$ cat config.mk
export PLATFORM = sky130hd
export DESIGN_NAME = afc_fan_ctrl
export DESIGN_NICKNAME = d
export VERILOG_FILES = /design/src/hdl/afc_pkg.sv /design/src/hdl/afc_pwm_channel.sv /design/src/hdl/afc_fan_ctrl.sv
export SDC_FILE = /design/constraint.sdc
export NUM_CORES = 2
export LEC_CHECK = 0
export BUFFER_PORTS_ARGS = -buffer_cell sky130_fd_sc_hd__buf_2
export CAP_MARGIN = 20
export CELL_PAD_IN_SITES_DETAIL_PLACEMENT = 1
export CELL_PAD_IN_SITES_GLOBAL_PLACEMENT = 1
export CORE_MARGIN = 4
export CORE_UTILIZATION = 52
export CTS_CLUSTER_DIAMETER = 150
export CTS_CLUSTER_SIZE = 28
export DETAILED_ROUTE_END_ITERATION = 10
export GPL_TIMING_DRIVEN = 1
export PLACE_DENSITY = 0.89
export SLEW_MARGIN = 40
export SYNTH_ARGS = -nofsm -noshare
export SYNTH_HDL_FRONTEND = slang
export SYNTH_SLANG_ARGS = --single-unit
export TNS_END_PERCENT = 20
$ cat constraint.sdc
create_clock -name clock_i -period 30.1 [get_ports clock_i]
set_input_delay 3.01 -clock clock_i [delete_from_list [all_inputs] [get_ports clock_i]]
set_output_delay 3.01 -clock clock_i [all_outputs]
set_load 0.01 [all_outputs]
$ cat src/hdl/afc_pkg.sv
// constants, tables and carrier types for the automatic fan pwm controller
// assumes a single 200 MHz core clock and a byte-wide register port
//
// Behaviour
// auto mode sets duty from assigned zone
// any absolute-limit excursion forces all outputs 100%
// at fan limit duty equals programmed minimum
// duty linear to 100% at limit plus range
// auto duty clamped to maximum pwm setting
// absolute override beats clamp, released after hysteresis
// override identical above or below limit plus range
// start clear: defaults used, written values ignored
// software programs parameters, then sets start
// lock bit blocks parameter changes until power-off
// software writes 00h to spin-up mode
// range/frequency register fields, reset value C3
// band bit picks low or high frequency range
// frequency code table, default 0011
// range code table, default 1100
// locked range/frequency registers ignore writes
// start clear: default frequency bits used
// zone 4 register holds range and smoothing
// below limit minus hysteresis: off or minimum
package afc_pkg;
    localparam int NUM_FANS = 3;
    localparam int NUM_ZONES = 4;

    // ------------------------------------------------------------
    // register map
    // ------------------------------------------------------------
    localparam logic [7:0] RANGE_ADDR [NUM_ZONES] = '{8'h5F, 8'h60, 8'h61, 8'h3C};
    localparam logic [7:0] LIMIT_ADDR [NUM_ZONES] = '{8'h67, 8'h68, 8'h69, 8'h3B};
    localparam logic [7:0] ABS_ADDR [NUM_ZONES] = '{8'h6A, 8'h6B, 8'h6C, 8'h3D};
    localparam logic [7:0] MIN_ADDR [NUM_FANS] = '{8'h64, 8'h65, 8'h66};
    localparam logic [7:0] MAX_ADDR [NUM_FANS] = '{8'h38, 8'h39, 8'h3A};
    localparam logic [7:0] ZSEL_ADDR [NUM_FANS] = '{8'h5C, 8'h5D, 8'h5E};
    localparam logic [7:0] DUTY_ADDR [NUM_FANS] = '{8'h30, 8'h31, 8'h32};
    localparam logic [7:0] HYST_ADDR [2] = '{8'h6D, 8'h6E};
    localparam logic [7:0] MINOFF_ADDR = 8'h62;
    localparam logic [7:0] CTRL_ADDR = 8'h40;
    localparam logic [7:0] SPINUP_ADDR = 8'h75;

    // ------------------------------------------------------------
    // reset and default values
    // ------------------------------------------------------------
    localparam logic [7:0] RANGE_RESET = 8'hC3;
    localparam logic [7:0] CTRL_RESET = 8'h00;
    localparam logic [7:0] SPINUP_RESET = 8'h01;
    localparam logic [7:0] LIMIT_DEFAULT = 8'h5A;
    localparam logic [7:0] ABS_DEFAULT = 8'h64;
    localparam logic [7:0] MIN_DEFAULT = 8'h80;
    localparam logic [7:0] MAX_DEFAULT = 8'hFF;
    localparam logic [7:0] HYST_DEFAULT = 8'h44;
    localparam logic [7:0] MINOFF_DEFAULT = 8'h00;
    localparam logic [7:0] ZSEL_DEFAULT [NUM_FANS] = '{8'h00, 8'h20, 8'h40};
    localparam logic [7:0] DUTY_FULL = 8'hFF;

    // ------------------------------------------------------------
    // field positions
    // ------------------------------------------------------------
    localparam int CTRL_START = 0;
    localparam int CTRL_LOCK = 1;
    localparam int CTRL_READY = 2;
    localparam int CTRL_OVR = 3;
    localparam int CTRL_PECI = 4;
    localparam int CTRL_SAFE = 5;
    localparam int ZSEL_LSB = 5;
    localparam int MINOFF_LSB = 5;

    // ------------------------------------------------------------
    // range and frequency tables
    // ------------------------------------------------------------
    // ranges held in twelfths of a degree so every entry is whole
    localparam logic [11:0] RANGE_SCALE = 12'h00C;
    localparam logic [9:0] RANGE_X12 [16] = '{10'd24, 10'd30, 10'd40, 10'd48, 10'd60, 10'd80, 10'd96,
        10'd120, 10'd160, 10'd192, 10'd240, 10'd320, 10'd384, 10'd480, 10'd640, 10'd960};
    // 2^16 / RANGE_X12, avoids a divider in the duty path
    localparam logic [11:0] RANGE_RECIP [16] = '{12'd2731, 12'd2185, 12'd1638, 12'd1365, 12'd1092,
        12'd819, 12'd683, 12'd546, 12'd410, 12'd341, 12'd273, 12'd205, 12'd171, 12'd137, 12'd102, 12'd68};
    localparam int LOW_FREQ_HZ [8] = '{10, 15, 23, 30, 38, 47, 62, 94};
    localparam int HIGH_FREQ_BASE_HZ = 23000;
    localparam int HIGH_FREQ_STEP_HZ = 1000;
    localparam int PWM_STEPS = 256;

    typedef struct packed {
        logic [7:0] addr;
        logic [7:0] data;
        logic wr;
        logic rd;
    } afc_reg_req_type;

    // clock cycles per pwm step for band/frequency selection
    function automatic logic [23:0] afc_step_cycles(input logic [3:0] sel, input int clk_hz);
        int f;
        int c;
        f = sel[3] ? HIGH_FREQ_BASE_HZ + int'(sel[2:0]) * HIGH_FREQ_STEP_HZ : LOW_FREQ_HZ[sel[2:0]];
        c = clk_hz / (f * PWM_STEPS);
        if (c < 1)
        begin
            c = 1;
        end
        return c[23:0];
    endfunction
endpackage

$ cat src/hdl/afc_pwm_channel.sv
// one pwm output: step divider, 256-step phase, duty latched per period
// assumes step_i and duty_i are synchronous to clock_i
`timescale 1ns/1ps
module afc_pwm_channel
    import afc_pkg::*;
(
    // clock and reset
    input wire logic clock_i,
    input wire logic rst_n_i,
    // control
    input wire logic [23:0] step_i,
    input wire logic [7:0] duty_i,
    // output
    output logic pwm_o
);
    logic [23:0] div;
    logic [7:0] phase;
    logic [7:0] duty_q;
    wire tick = (div >= step_i - 24'h00_0001);

    // ------------------------------------------------------------
    // divider and phase
    // ------------------------------------------------------------
    always_ff @(posedge clock_i or negedge rst_n_i)
    begin
        if (!rst_n_i)
        begin
            div <= '0;
            phase <= '0;
            duty_q <= '0;
            pwm_o <= 1'b0;
        end
        else
        begin
            div <= tick ? '0 : div + 24'h00_0001;
            if (tick)
            begin
                phase <= phase + 8'h01;
            end
            // new duty only at period start, so a period is never cut short
            if (tick && phase == 8'hFF)
            begin
                duty_q <= duty_i;
            end
            pwm_o <= (duty_q == DUTY_FULL) || (phase < duty_q);
        end
    end
endmodule

$ cat src/hdl/afc_fan_ctrl.sv
// automatic fan pwm controller: registers, zone hysteresis, duty, pwm outputs
// assumes zone temperatures are unsigned whole degrees, synchronous to clock_i
`timescale 1ns/1ps
module afc_fan_ctrl
    import afc_pkg::*;
#(
    parameter int CLOCK_HZ = 200_000_000
)
(
    // clock and reset
    input wire logic clock_i,
    input wire logic rstn_i,
    // register port
    input wire afc_reg_req_type reg_req_i,
    output logic [7:0] reg_rdata_o,
    // temperatures
    input wire logic [NUM_ZONES-1:0][7:0] zone_temp_i,
    // fans
    output logic [NUM_FANS-1:0] pwm_o
);
    logic rst_meta;
    logic rst_n;
    logic [7:0] range_reg [NUM_ZONES];
    logic [7:0] limit_reg [NUM_ZONES];
    logic [7:0] abs_reg [NUM_ZONES];
    logic [7:0] hyst_reg [2];
    logic [7:0] min_reg [NUM_FANS];
    logic [7:0] max_reg [NUM_FANS];
    logic [7:0] zsel_reg [NUM_FANS];
    logic [7:0] minoff_reg;
    logic [7:0] spinup_reg;
    logic start;
    logic lock;
    logic ready;
    logic ovr;
    logic peci;
    logic safe;
    logic [NUM_ZONES-1:0] abs_hot;
    logic [NUM_FANS-1:0] fan_on;
    logic [7:0] duty_q [NUM_FANS];
    logic [7:0] next_rdata;
    logic [3:0] eff_rng [NUM_ZONES];
    logic [7:0] eff_limit [NUM_ZONES];
    logic [7:0] eff_abs [NUM_ZONES];
    logic [7:0] eff_hyst [NUM_ZONES];
    logic [7:0] lo_abs [NUM_ZONES];
    logic [7:0] eff_max [NUM_FANS];
    logic [7:0] eff_min [NUM_FANS];
    logic [NUM_FANS-1:0] at_lim;
    logic [NUM_FANS-1:0] at_full;

    // ------------------------------------------------------------
    // reset release
    // ------------------------------------------------------------
    always_ff @(posedge clock_i or negedge rstn_i)
    begin
        if (!rstn_i)
        begin
            rst_meta <= 1'b0;
            rst_n <= 1'b0;
        end
        else
        begin
            rst_meta <= 1'b1;
            rst_n <= rst_meta;
        end
    end

    // ------------------------------------------------------------
    // write decode
    // ------------------------------------------------------------
    wire cfg_we = reg_req_i.wr && !lock;
    wire ctrl_we = reg_req_i.wr && (reg_req_i.addr == CTRL_ADDR);
    wire force_full = ovr || (|abs_hot);

    always_ff @(posedge clock_i or negedge rst_n)
    begin
        if (!rst_n)
        begin
            start <= 1'b0;
            lock <= 1'b0;
            ready <= 1'b0;
            ovr <= 1'b0;
            peci <= 1'b0;
            safe <= 1'b0;
        end
        else
        begin
            ready <= 1'b1;
            if (ctrl_we)
            begin
                start <= reg_req_i.data[CTRL_START];
                lock <= lock | reg_req_i.data[CTRL_LOCK];
                ovr <= reg_req_i.data[CTRL_OVR];
                safe <= reg_req_i.data[CTRL_SAFE];
                if (!lock)
                begin
                    peci <= reg_req_i.data[CTRL_PECI];
                end
            end
        end
    end

    // spin-up mode is only held; software is expected to clear it
    always_ff @(posedge clock_i or negedge rst_n)
    begin
        if (!rst_n)
        begin
            spinup_reg <= SPINUP_RESET;
            minoff_reg <= MINOFF_DEFAULT;
            hyst_reg[0] <= HYST_DEFAULT;
            hyst_reg[1] <= HYST_DEFAULT;
        end
        else if (cfg_we)
        begin
            if (reg_req_i.addr == SPINUP_ADDR)
                spinup_reg <= reg_req_i.data;
            if (reg_req_i.addr == MINOFF_ADDR)
                minoff_reg <= reg_req_i.data;
            if (reg_req_i.addr == HYST_ADDR[0])
                hyst_reg[0] <= reg_req_i.data;
            if (reg_req_i.addr == HYST_ADDR[1])
                hyst_reg[1] <= reg_req_i.data;
        end
    end

    // ------------------------------------------------------------
    // per-zone registers and absolute-limit hysteresis
    // ------------------------------------------------------------
    for (genvar z = 0; z < NUM_ZONES; z++)
    begin : g_zone
        // zone 4 low nibble is smoothing enable and setting, stored only
        always_ff @(posedge clock_i or negedge rst_n)
        begin
            if (!rst_n)
            begin
                range_reg[z] <= RANGE_RESET;
                limit_reg[z] <= LIMIT_DEFAULT;
                abs_reg[z] <= ABS_DEFAULT;
            end
            else if (cfg_we)
            begin
                if (reg_req_i.addr == RANGE_ADDR[z])
                    range_reg[z] <= reg_req_i.data;
                if (reg_req_i.addr == LIMIT_ADDR[z])
                    limit_reg[z] <= reg_req_i.data;
                if (reg_req_i.addr == ABS_ADDR[z])
                    abs_reg[z] <= reg_req_i.data;
            end
        end

        wire [3:0] hyst_raw = (z % 2 == 0) ? hyst_reg[z / 2][7:4] : hyst_reg[z / 2][3:0];
        assign eff_rng[z] = start ? range_reg[z][7:4] : RANGE_RESET[7:4];
        assign eff_limit[z] = start ? limit_reg[z] : LIMIT_DEFAULT;
        assign eff_abs[z] = start ? abs_reg[z] : ABS_DEFAULT;
        assign eff_hyst[z] = start ? {4'h0, hyst_raw} : {4'h0, HYST_DEFAULT[7:4]};
        assign lo_abs[z] = (eff_abs[z] > eff_hyst[z]) ? eff_abs[z] - eff_hyst[z] : 8'h00;

        // independent of limit plus range, so placement of the limit does not matter
        always_ff @(posedge clock_i or negedge rst_n)
        begin
            if (!rst_n)
                abs_hot[z] <= 1'b0;
            else if (zone_temp_i[z] > eff_abs[z])
                abs_hot[z] <= 1'b1;
            else if (zone_temp_i[z] < lo_abs[z])
                abs_hot[z] <= 1'b0;
        end
    end

    // ------------------------------------------------------------
    // per-fan duty computation and pwm
    // ------------------------------------------------------------
    for (genvar f = 0; f < NUM_FANS; f++)
    begin : g_fan
        always_ff @(posedge clock_i or negedge rst_n)
        begin
            if (!rst_n)
            begin
                min_reg[f] <= MIN_DEFAULT;
                max_reg[f] <= MAX_DEFAULT;
                zsel_reg[f] <= ZSEL_DEFAULT[f];
            end
            else if (cfg_we)
            begin
                if (reg_req_i.addr == MIN_ADDR[f])
                    min_reg[f] <= reg_req_i.data;
                if (reg_req_i.addr == MAX_ADDR[f])
                    max_reg[f] <= reg_req_i.data;
                if (reg_req_i.addr == ZSEL_ADDR[f])
                    zsel_reg[f] <= reg_req_i.data;
            end
        end

        wire [7:0] zsel_eff = start ? zsel_reg[f] : ZSEL_DEFAULT[f];
        wire [1:0] zone = zsel_eff[ZSEL_LSB +: 2];
        wire [7:0] temp = zone_temp_i[zone];
        wire [7:0] lim = eff_limit[zone];
        wire [3:0] rcode = eff_rng[zone];
        wire [7:0] lo_lim = (lim > eff_hyst[zone]) ? lim - eff_hyst[zone] : 8'h00;
        wire keep_min = start ? minoff_reg[MINOFF_LSB + f] : MINOFF_DEFAULT[MINOFF_LSB + f];
        assign eff_min[f] = start ? min_reg[f] : MIN_DEFAULT;
        assign eff_max[f] = start ? max_reg[f] : MAX_DEFAULT;

        // linear slope: fraction of range covered, scaled to 2^16
        wire [7:0] delta = temp - lim;
        wire [11:0] d12 = {4'h0, delta} * RANGE_SCALE;
        wire [23:0] frac_full = {12'h000, d12} * {12'h000, RANGE_RECIP[rcode]};
        wire [15:0] frac = (frac_full[23:16] != 8'h00) ? 16'hFFFF : frac_full[15:0];
        wire [7:0] span = DUTY_FULL - eff_min[f];
        wire [23:0] lin_prod = {16'h0000, span} * {8'h00, frac};
        assign at_lim[f] = temp >= lim;
        assign at_full[f] = at_lim[f] && (d12 >= {2'b00, RANGE_X12[rcode]});
        wire [7:0] lin = at_full[f] ? DUTY_FULL : eff_min[f] + lin_prod[23:16];
        wire [7:0] below = (fan_on[f] || keep_min) ? eff_min[f] : 8'h00;
        wire [7:0] auto_duty = at_lim[f] ? lin : below;
        wire [7:0] clamped = (auto_duty > eff_max[f]) ? eff_max[f] : auto_duty;
        wire [7:0] next_duty = force_full ? DUTY_FULL : clamped;

        always_ff @(posedge clock_i or negedge rst_n)
        begin
            if (!rst_n)
            begin
                fan_on[f] <= 1'b0;
                duty_q[f] <= 8'h00;
            end
            else
            begin
                if (at_lim[f])
                    fan_on[f] <= 1'b1;
                else if (temp < lo_lim)
                    fan_on[f] <= 1'b0;
                duty_q[f] <= next_duty;
            end
        end

        // default frequency nibble while start is clear
        wire [3:0] freq_sel = start ? range_reg[f][3:0] : RANGE_RESET[3:0];
        wire [23:0] step = afc_step_cycles(freq_sel, CLOCK_HZ);

        afc_pwm_channel u_chan (
            .clock_i(clock_i),
            .rst_n_i(rst_n),
            .step_i(step),
            .duty_i(duty_q[f]),
            .pwm_o(pwm_o[f])
        );
    end

    // ------------------------------------------------------------
    // read path
    // ------------------------------------------------------------
    always_comb
    begin
        next_rdata = 8'h00;
        for (int i = 0; i < NUM_ZONES; i++)
        begin
            if (reg_req_i.addr == RANGE_ADDR[i])
                next_rdata = range_reg[i];
            if (reg_req_i.addr == LIMIT_ADDR[i])
                next_rdata = limit_reg[i];
            if (reg_req_i.addr == ABS_ADDR[i])
                next_rdata = abs_reg[i];
        end
        for (int i = 0; i < NUM_FANS; i++)
        begin
            if (reg_req_i.addr == MIN_ADDR[i])
                next_rdata = min_reg[i];
            if (reg_req_i.addr == MAX_ADDR[i])
                next_rdata = max_reg[i];
            if (reg_req_i.addr == ZSEL_ADDR[i])
                next_rdata = zsel_reg[i];
            if (reg_req_i.addr == DUTY_ADDR[i])
                next_rdata = duty_q[i];
        end
        if (reg_req_i.addr == HYST_ADDR[0])
            next_rdata = hyst_reg[0];
        if (reg_req_i.addr == HYST_ADDR[1])
            next_rdata = hyst_reg[1];
        if (reg_req_i.addr == MINOFF_ADDR)
            next_rdata = minoff_reg;
        if (reg_req_i.addr == SPINUP_ADDR)
            next_rdata = spinup_reg;
        if (reg_req_i.addr == CTRL_ADDR)
            next_rdata = {2'b00, safe, peci, ovr, ready, lock, start};
    end

    always_ff @(posedge clock_i or negedge rst_n)
    begin
        if (!rst_n)
            reg_rdata_o <= 8'h00;
        else if (reg_req_i.rd)
            reg_rdata_o <= next_rdata;
    end
endmodule

==> qor.csv, run 1 <==
metric,value,unit
ctsHoldBuffers,0,
cts.sinks,370,
avgSynthCellArea,7.85,µm²
synth_cells,11549,
cts_max_path_buffers,3,
rows,152,
outcome,aborted with a tool error,
cts_buffers,17,
io_pins,63,
synth_flop_cell,dfrtp_1,
cts_resized,766,
synth_fa_ha_area_frac,0.276,
synth-compound-area-share,0.238,
dp_hpwl,471000,µm
ys_types,143,
place_congestion,1.05,
synth_xor_area_frac,0.0612,
syn_area,90600,µm²
post_cts_buffers,330,
yosysWarnings,0,
stop_stage,4_1_cts,
die_h,425,µm
synth_seq_cells,370,
synth_top_family_by_area,adder cells,
start_util,0.525,
io_buffer_count,62,
error_line,[ERROR DPL-0033] detailed placement checks failed during check placement.,
h-tree-depth,1,
synth_seq_area_share,0.103,
muxShareOfSynthArea,0.0619,
cts_root_buffer,clkbuf_16,
die-width,425,µm
synth_edf_count,0,
synth-simple-area-share,0.206,
ys_async_sr_fraction,1.00,
[synth_stat cells, types with 90 or more instances]
cell type	instances	area [µm²]
nand2b_1	247	1550
nand4_1	116	726
a21o_1	390	2930
nor2b_1	232	1450
o21bai_1	115	863
inv_1	821	3080
a31oi_1	117	732
xnor2_1	424	3710
and2_1	136	851
clkbuf_1	295	1110
mux2i_1	91	911
o211ai_1	90	676
a21oi_1	878	4390
o21a_1	128	961
mux2_2	334	3760
nand2_1	1155	4340
nor3_1	193	966
ha_1	1201	15000
nand3_1	249	1250
fa_1	499	9990
and3_1	106	663
nor2_1	1153	4330
o21ai_0	630	3150
xor2_1	209	1830
dfrtp_1	292	7310
[through the flow]
step	cell area, µm²	std cells	hold slack (ns)	setup WS (ns)	util
3_5_place_dp	113000	16017	0.352	-21.91	0.653
3_3_place_gp	113000	16016	0.342	-14.18	0.652
2_1_floorplan	92900	11561	0.331	-15.43	-
[logic make-up after synthesis]
| kind of cell | after synthesis |
|---|---|
| AO/OA/AOI/OAI | 3218 |
| adder cells (fa/ha/maj) | 1700 |
| other | 2 |
| AND/OR/NAND/NOR | 3925 |
| buffers and inverters | 1232 |
| multiplexers | 469 |
| flip-flops | 370 |
| XOR/XNOR | 633 |
==> run 2, diff against run 1 <==
CELL_PAD_IN_SITES_DETAIL_PLACEMENT = default   (was 1)
CELL_PAD_IN_SITES_GLOBAL_PLACEMENT = default   (was 1)
CORE_UTILIZATION = 37   (was 52)
CTS_CLUSTER_DIAMETER = default   (was 150)
CTS_CLUSTER_SIZE = default   (was 28)
PLACE_DENSITY = default   (was 0.89)
PLACE_DENSITY_LB_ADDON = 0.15   (was default)
==> qor.csv, run 2 <==
metric,value,unit,change
outcome,finished with violations,,was aborted with a tool error
violations,setup timing,,
cp.required,30.62,ns,
groute.usage.overall,0.265,,
clk_latency,0.68,ns,
ys_async_sr_fraction,1.00,,unchanged
top_register,g_fan.u_chan.div,,
start_kind,flip-flop,,
timing.final.crit_share,1.46,,
synth_edf_count,0,,unchanged
yosys-top-cells-count,"ha_1, nand2_1, nor2_1, a21oi_1, inv_1",,unchanged
die_area,253000,µm²,
timing.final.ws_setup,-13.82,ns,
place_congestion,0.949,,was 1.05
critical_path_arrival,44.44,ns,
viasPerCell,5.59,,
grt_start_max_net_pins,105,,
slowest_stage,dfrtp_4,,
routedWlPerCell,20.0,µm,
ys_types,143,,unchanged
drt_iter0_markers,6563,,
die-width,503,µm,was 425 µm
path_class,reg -> reg,,
grt_first_pass_wirelength,544000,µm,
synth_flop_cell,dfrtp_1,,unchanged
nets,15966,,
antenna_found_initial,13,,
via_count,97595,,
io_buffer_count,62,,unchanged
synth_seq_cells,370,,unchanged
max_freq,22.8,MHz,
max_stage_delay,0.54,ns,
path_clk_slew,0.06,ns,
hold_viol_final,0,,
yosysMostFrequentCell,ha_1,,unchanged
cts_root_buffer,clkbuf_16,,unchanged
final_cell_mix,"buf_4, nand2_1, ha_1, nor2_1, inv_1",,
synth_seq_area_share,0.103,,unchanged
grt-ovfl-total,0,,
area_growth,35.6,%,
io_pins,63,,unchanged
first_pass_iters,6,,
worstRegToRegCells,263,,
synth_cells,11549,,unchanged
finalClockSkew,0.0860,ns,
cts_tree,yes,,
h-tree-depth,2,,was 1
nFillCells,23363,,
syn_area,90600,µm²,unchanged
worst_pin_slew,1.01,ns,
dpl_worst_slack,-16.27,ns,was -21.91 ns
rows,181,,was 152
cp-end-kind,flip-flop,,
yosysWarnings,0,,unchanged
core-area,243000,µm²,
max_cap_violations,0,,
crit_fanout,11,,
yosysTopAreaCell,ha_1,,unchanged
slew_violations,0,,
first_global_vias,97501,,
avgSynthCellArea,7.85,µm²,unchanged
cts_max_path_buffers,3,,unchanged
cpMostUsedCell,buf_4,,
drc,0,,
drive_gt1_frac,0.323,,
ant_nets,0,,
largest_reg_flops,72,,
cts_buffers,46,,was 17
dp_hpwl,275000,µm,"was 471,000 µm"
cts.sinks,370,,unchanged
rsz0062_at_grt,true,,
period_minus_slack,43.92,ns,
setup_viol,120,,
routed_wl,349000,µm,
synth_area_leaders,"ha_1, fa_1, dfrtp_1",,unchanged
layout_commonest_cell,buf_4,,
min_path_type,reg -> async,,
ctsHoldBuffers,0,,unchanged
synth.top_cell.area_share,0.166,,unchanged
die_h,503,µm,was 425 µm
timing.slew.headroom,0.317,,
start_util,0.372,,was 0.525
## run 2: cell counts after synthesis
No cell type changed its count.
## run 2: metrics by stage
step / TNS (ns) / utilization / instances / hold slack (ns) / instance area [µm²]
2_1_floorplan: -1799.32 / - / 11561 / 0.331 / 92900
3_3_place_gp: -1641.66 / 0.471 / 17040 / 0.298 / 115000
3_5_place_dp: -1742.12 / 0.471 / 17040 / 0.306 / 115000
4_1_cts: -1604.29 / 0.487 / 17263 / 0.312 / 118000
5_1_grt: -1771.08 / 0.505 / 17458 / 0.334 / 123000
6_report: -1485.74 / 0.505 / 17464 / 0.292 / 123000
## run 2: cell families after synthesis
logic type	after synthesis	share of synthesized area
compound gates	3218	0.238
xor+xnor	633	0.0612
fa+ha+maj	1700	0.276
buf+inv	1232	0.0538
flops	370	0.103
mux	469	0.0619
other cells	2	0.0000829
simple gates	3925	0.206
## run 2: critical path: cells and delay by family (launching register included)
family | cells | cell delay (ns)
buffers and inverters | 37 | 4.57
AOI/OAI and AO/OA | 106 | 18.13
xor gates and xnor gates | 1 | 0.18
muxes | 10 | 2.80
and+or+nand+nor | 83 | 10.66
DFF | 1 | 0.54
adders and majority gates | 26 | 6.84
## run 2: path summary, 6_finish.rpt
check / startpoint / endpoint / slack (ns)
setup / recovery: start$_DFFE_PN0P_ / g_fan[1].u_chan.duty_q[0]$_DFFE_PN0P_ / -13.82
hold / removal: rst_n$_DFF_PN0_ / g_fan[0].u_chan.phase[5]$_DFFE_PN0P_ / 0.29
setup reg to reg: start$_DFFE_PN0P_ / g_fan[1].u_chan.duty_q[0]$_DFFE_PN0P_ / -13.82
hold reg to reg: rst_n$_DFF_PN0_ / g_fan[0].u_chan.phase[5]$_DFFE_PN0P_ / 0.29
max in group asynchronous: rst_n$_DFF_PN0_ / reg_rdata_o[2]$_DFFE_PN0P_ / 27.39
min in group clock_i: rst_meta$_DFF_PN0_ / rst_n$_DFF_PN0_ / 0.35
## run 2: timing repair
item | CTS | global route
pin swaps | 132 | 508
gates cloned | 4 | 3
buffers inserted | 133 | 189
resized for setup | 237 | 687
setup endpoints to repair | 120 | 120
## run 2: per-layer routing
layer  track usage  vias to the layer above  share of wire
li1              -                    46674              -
met1         0.362                    47659           0.45
met2         0.450                     2678           0.47
met3        0.0247                      584          0.051
met4        0.0616                        0          0.028
met5             0                        -              0
## run 2: layout make-up
| cell class | instances | area [µm²] | area share |
|---|---|---|---|
| repair buffers | 3006 | 22900 | 0.187 |
| inverters | 829 | 3140 | 0.0255 |
| flip-flops and latches | 370 | 9360 | 0.0762 |
| diodes | 10 | 25.0 | 0.000204 |
| clock inverters | 17 | 230 | 0.00187 |
| clock buffers | 69 | 1310 | 0.0106 |
| well taps | 3202 | 4010 | 0.0326 |
| multi-input cells | 9961 | 81900 | 0.666 |
Power of run 2 is not shown: default switching activity piles up to over one toggle a cycle in this logic, so the estimate is an artifact.
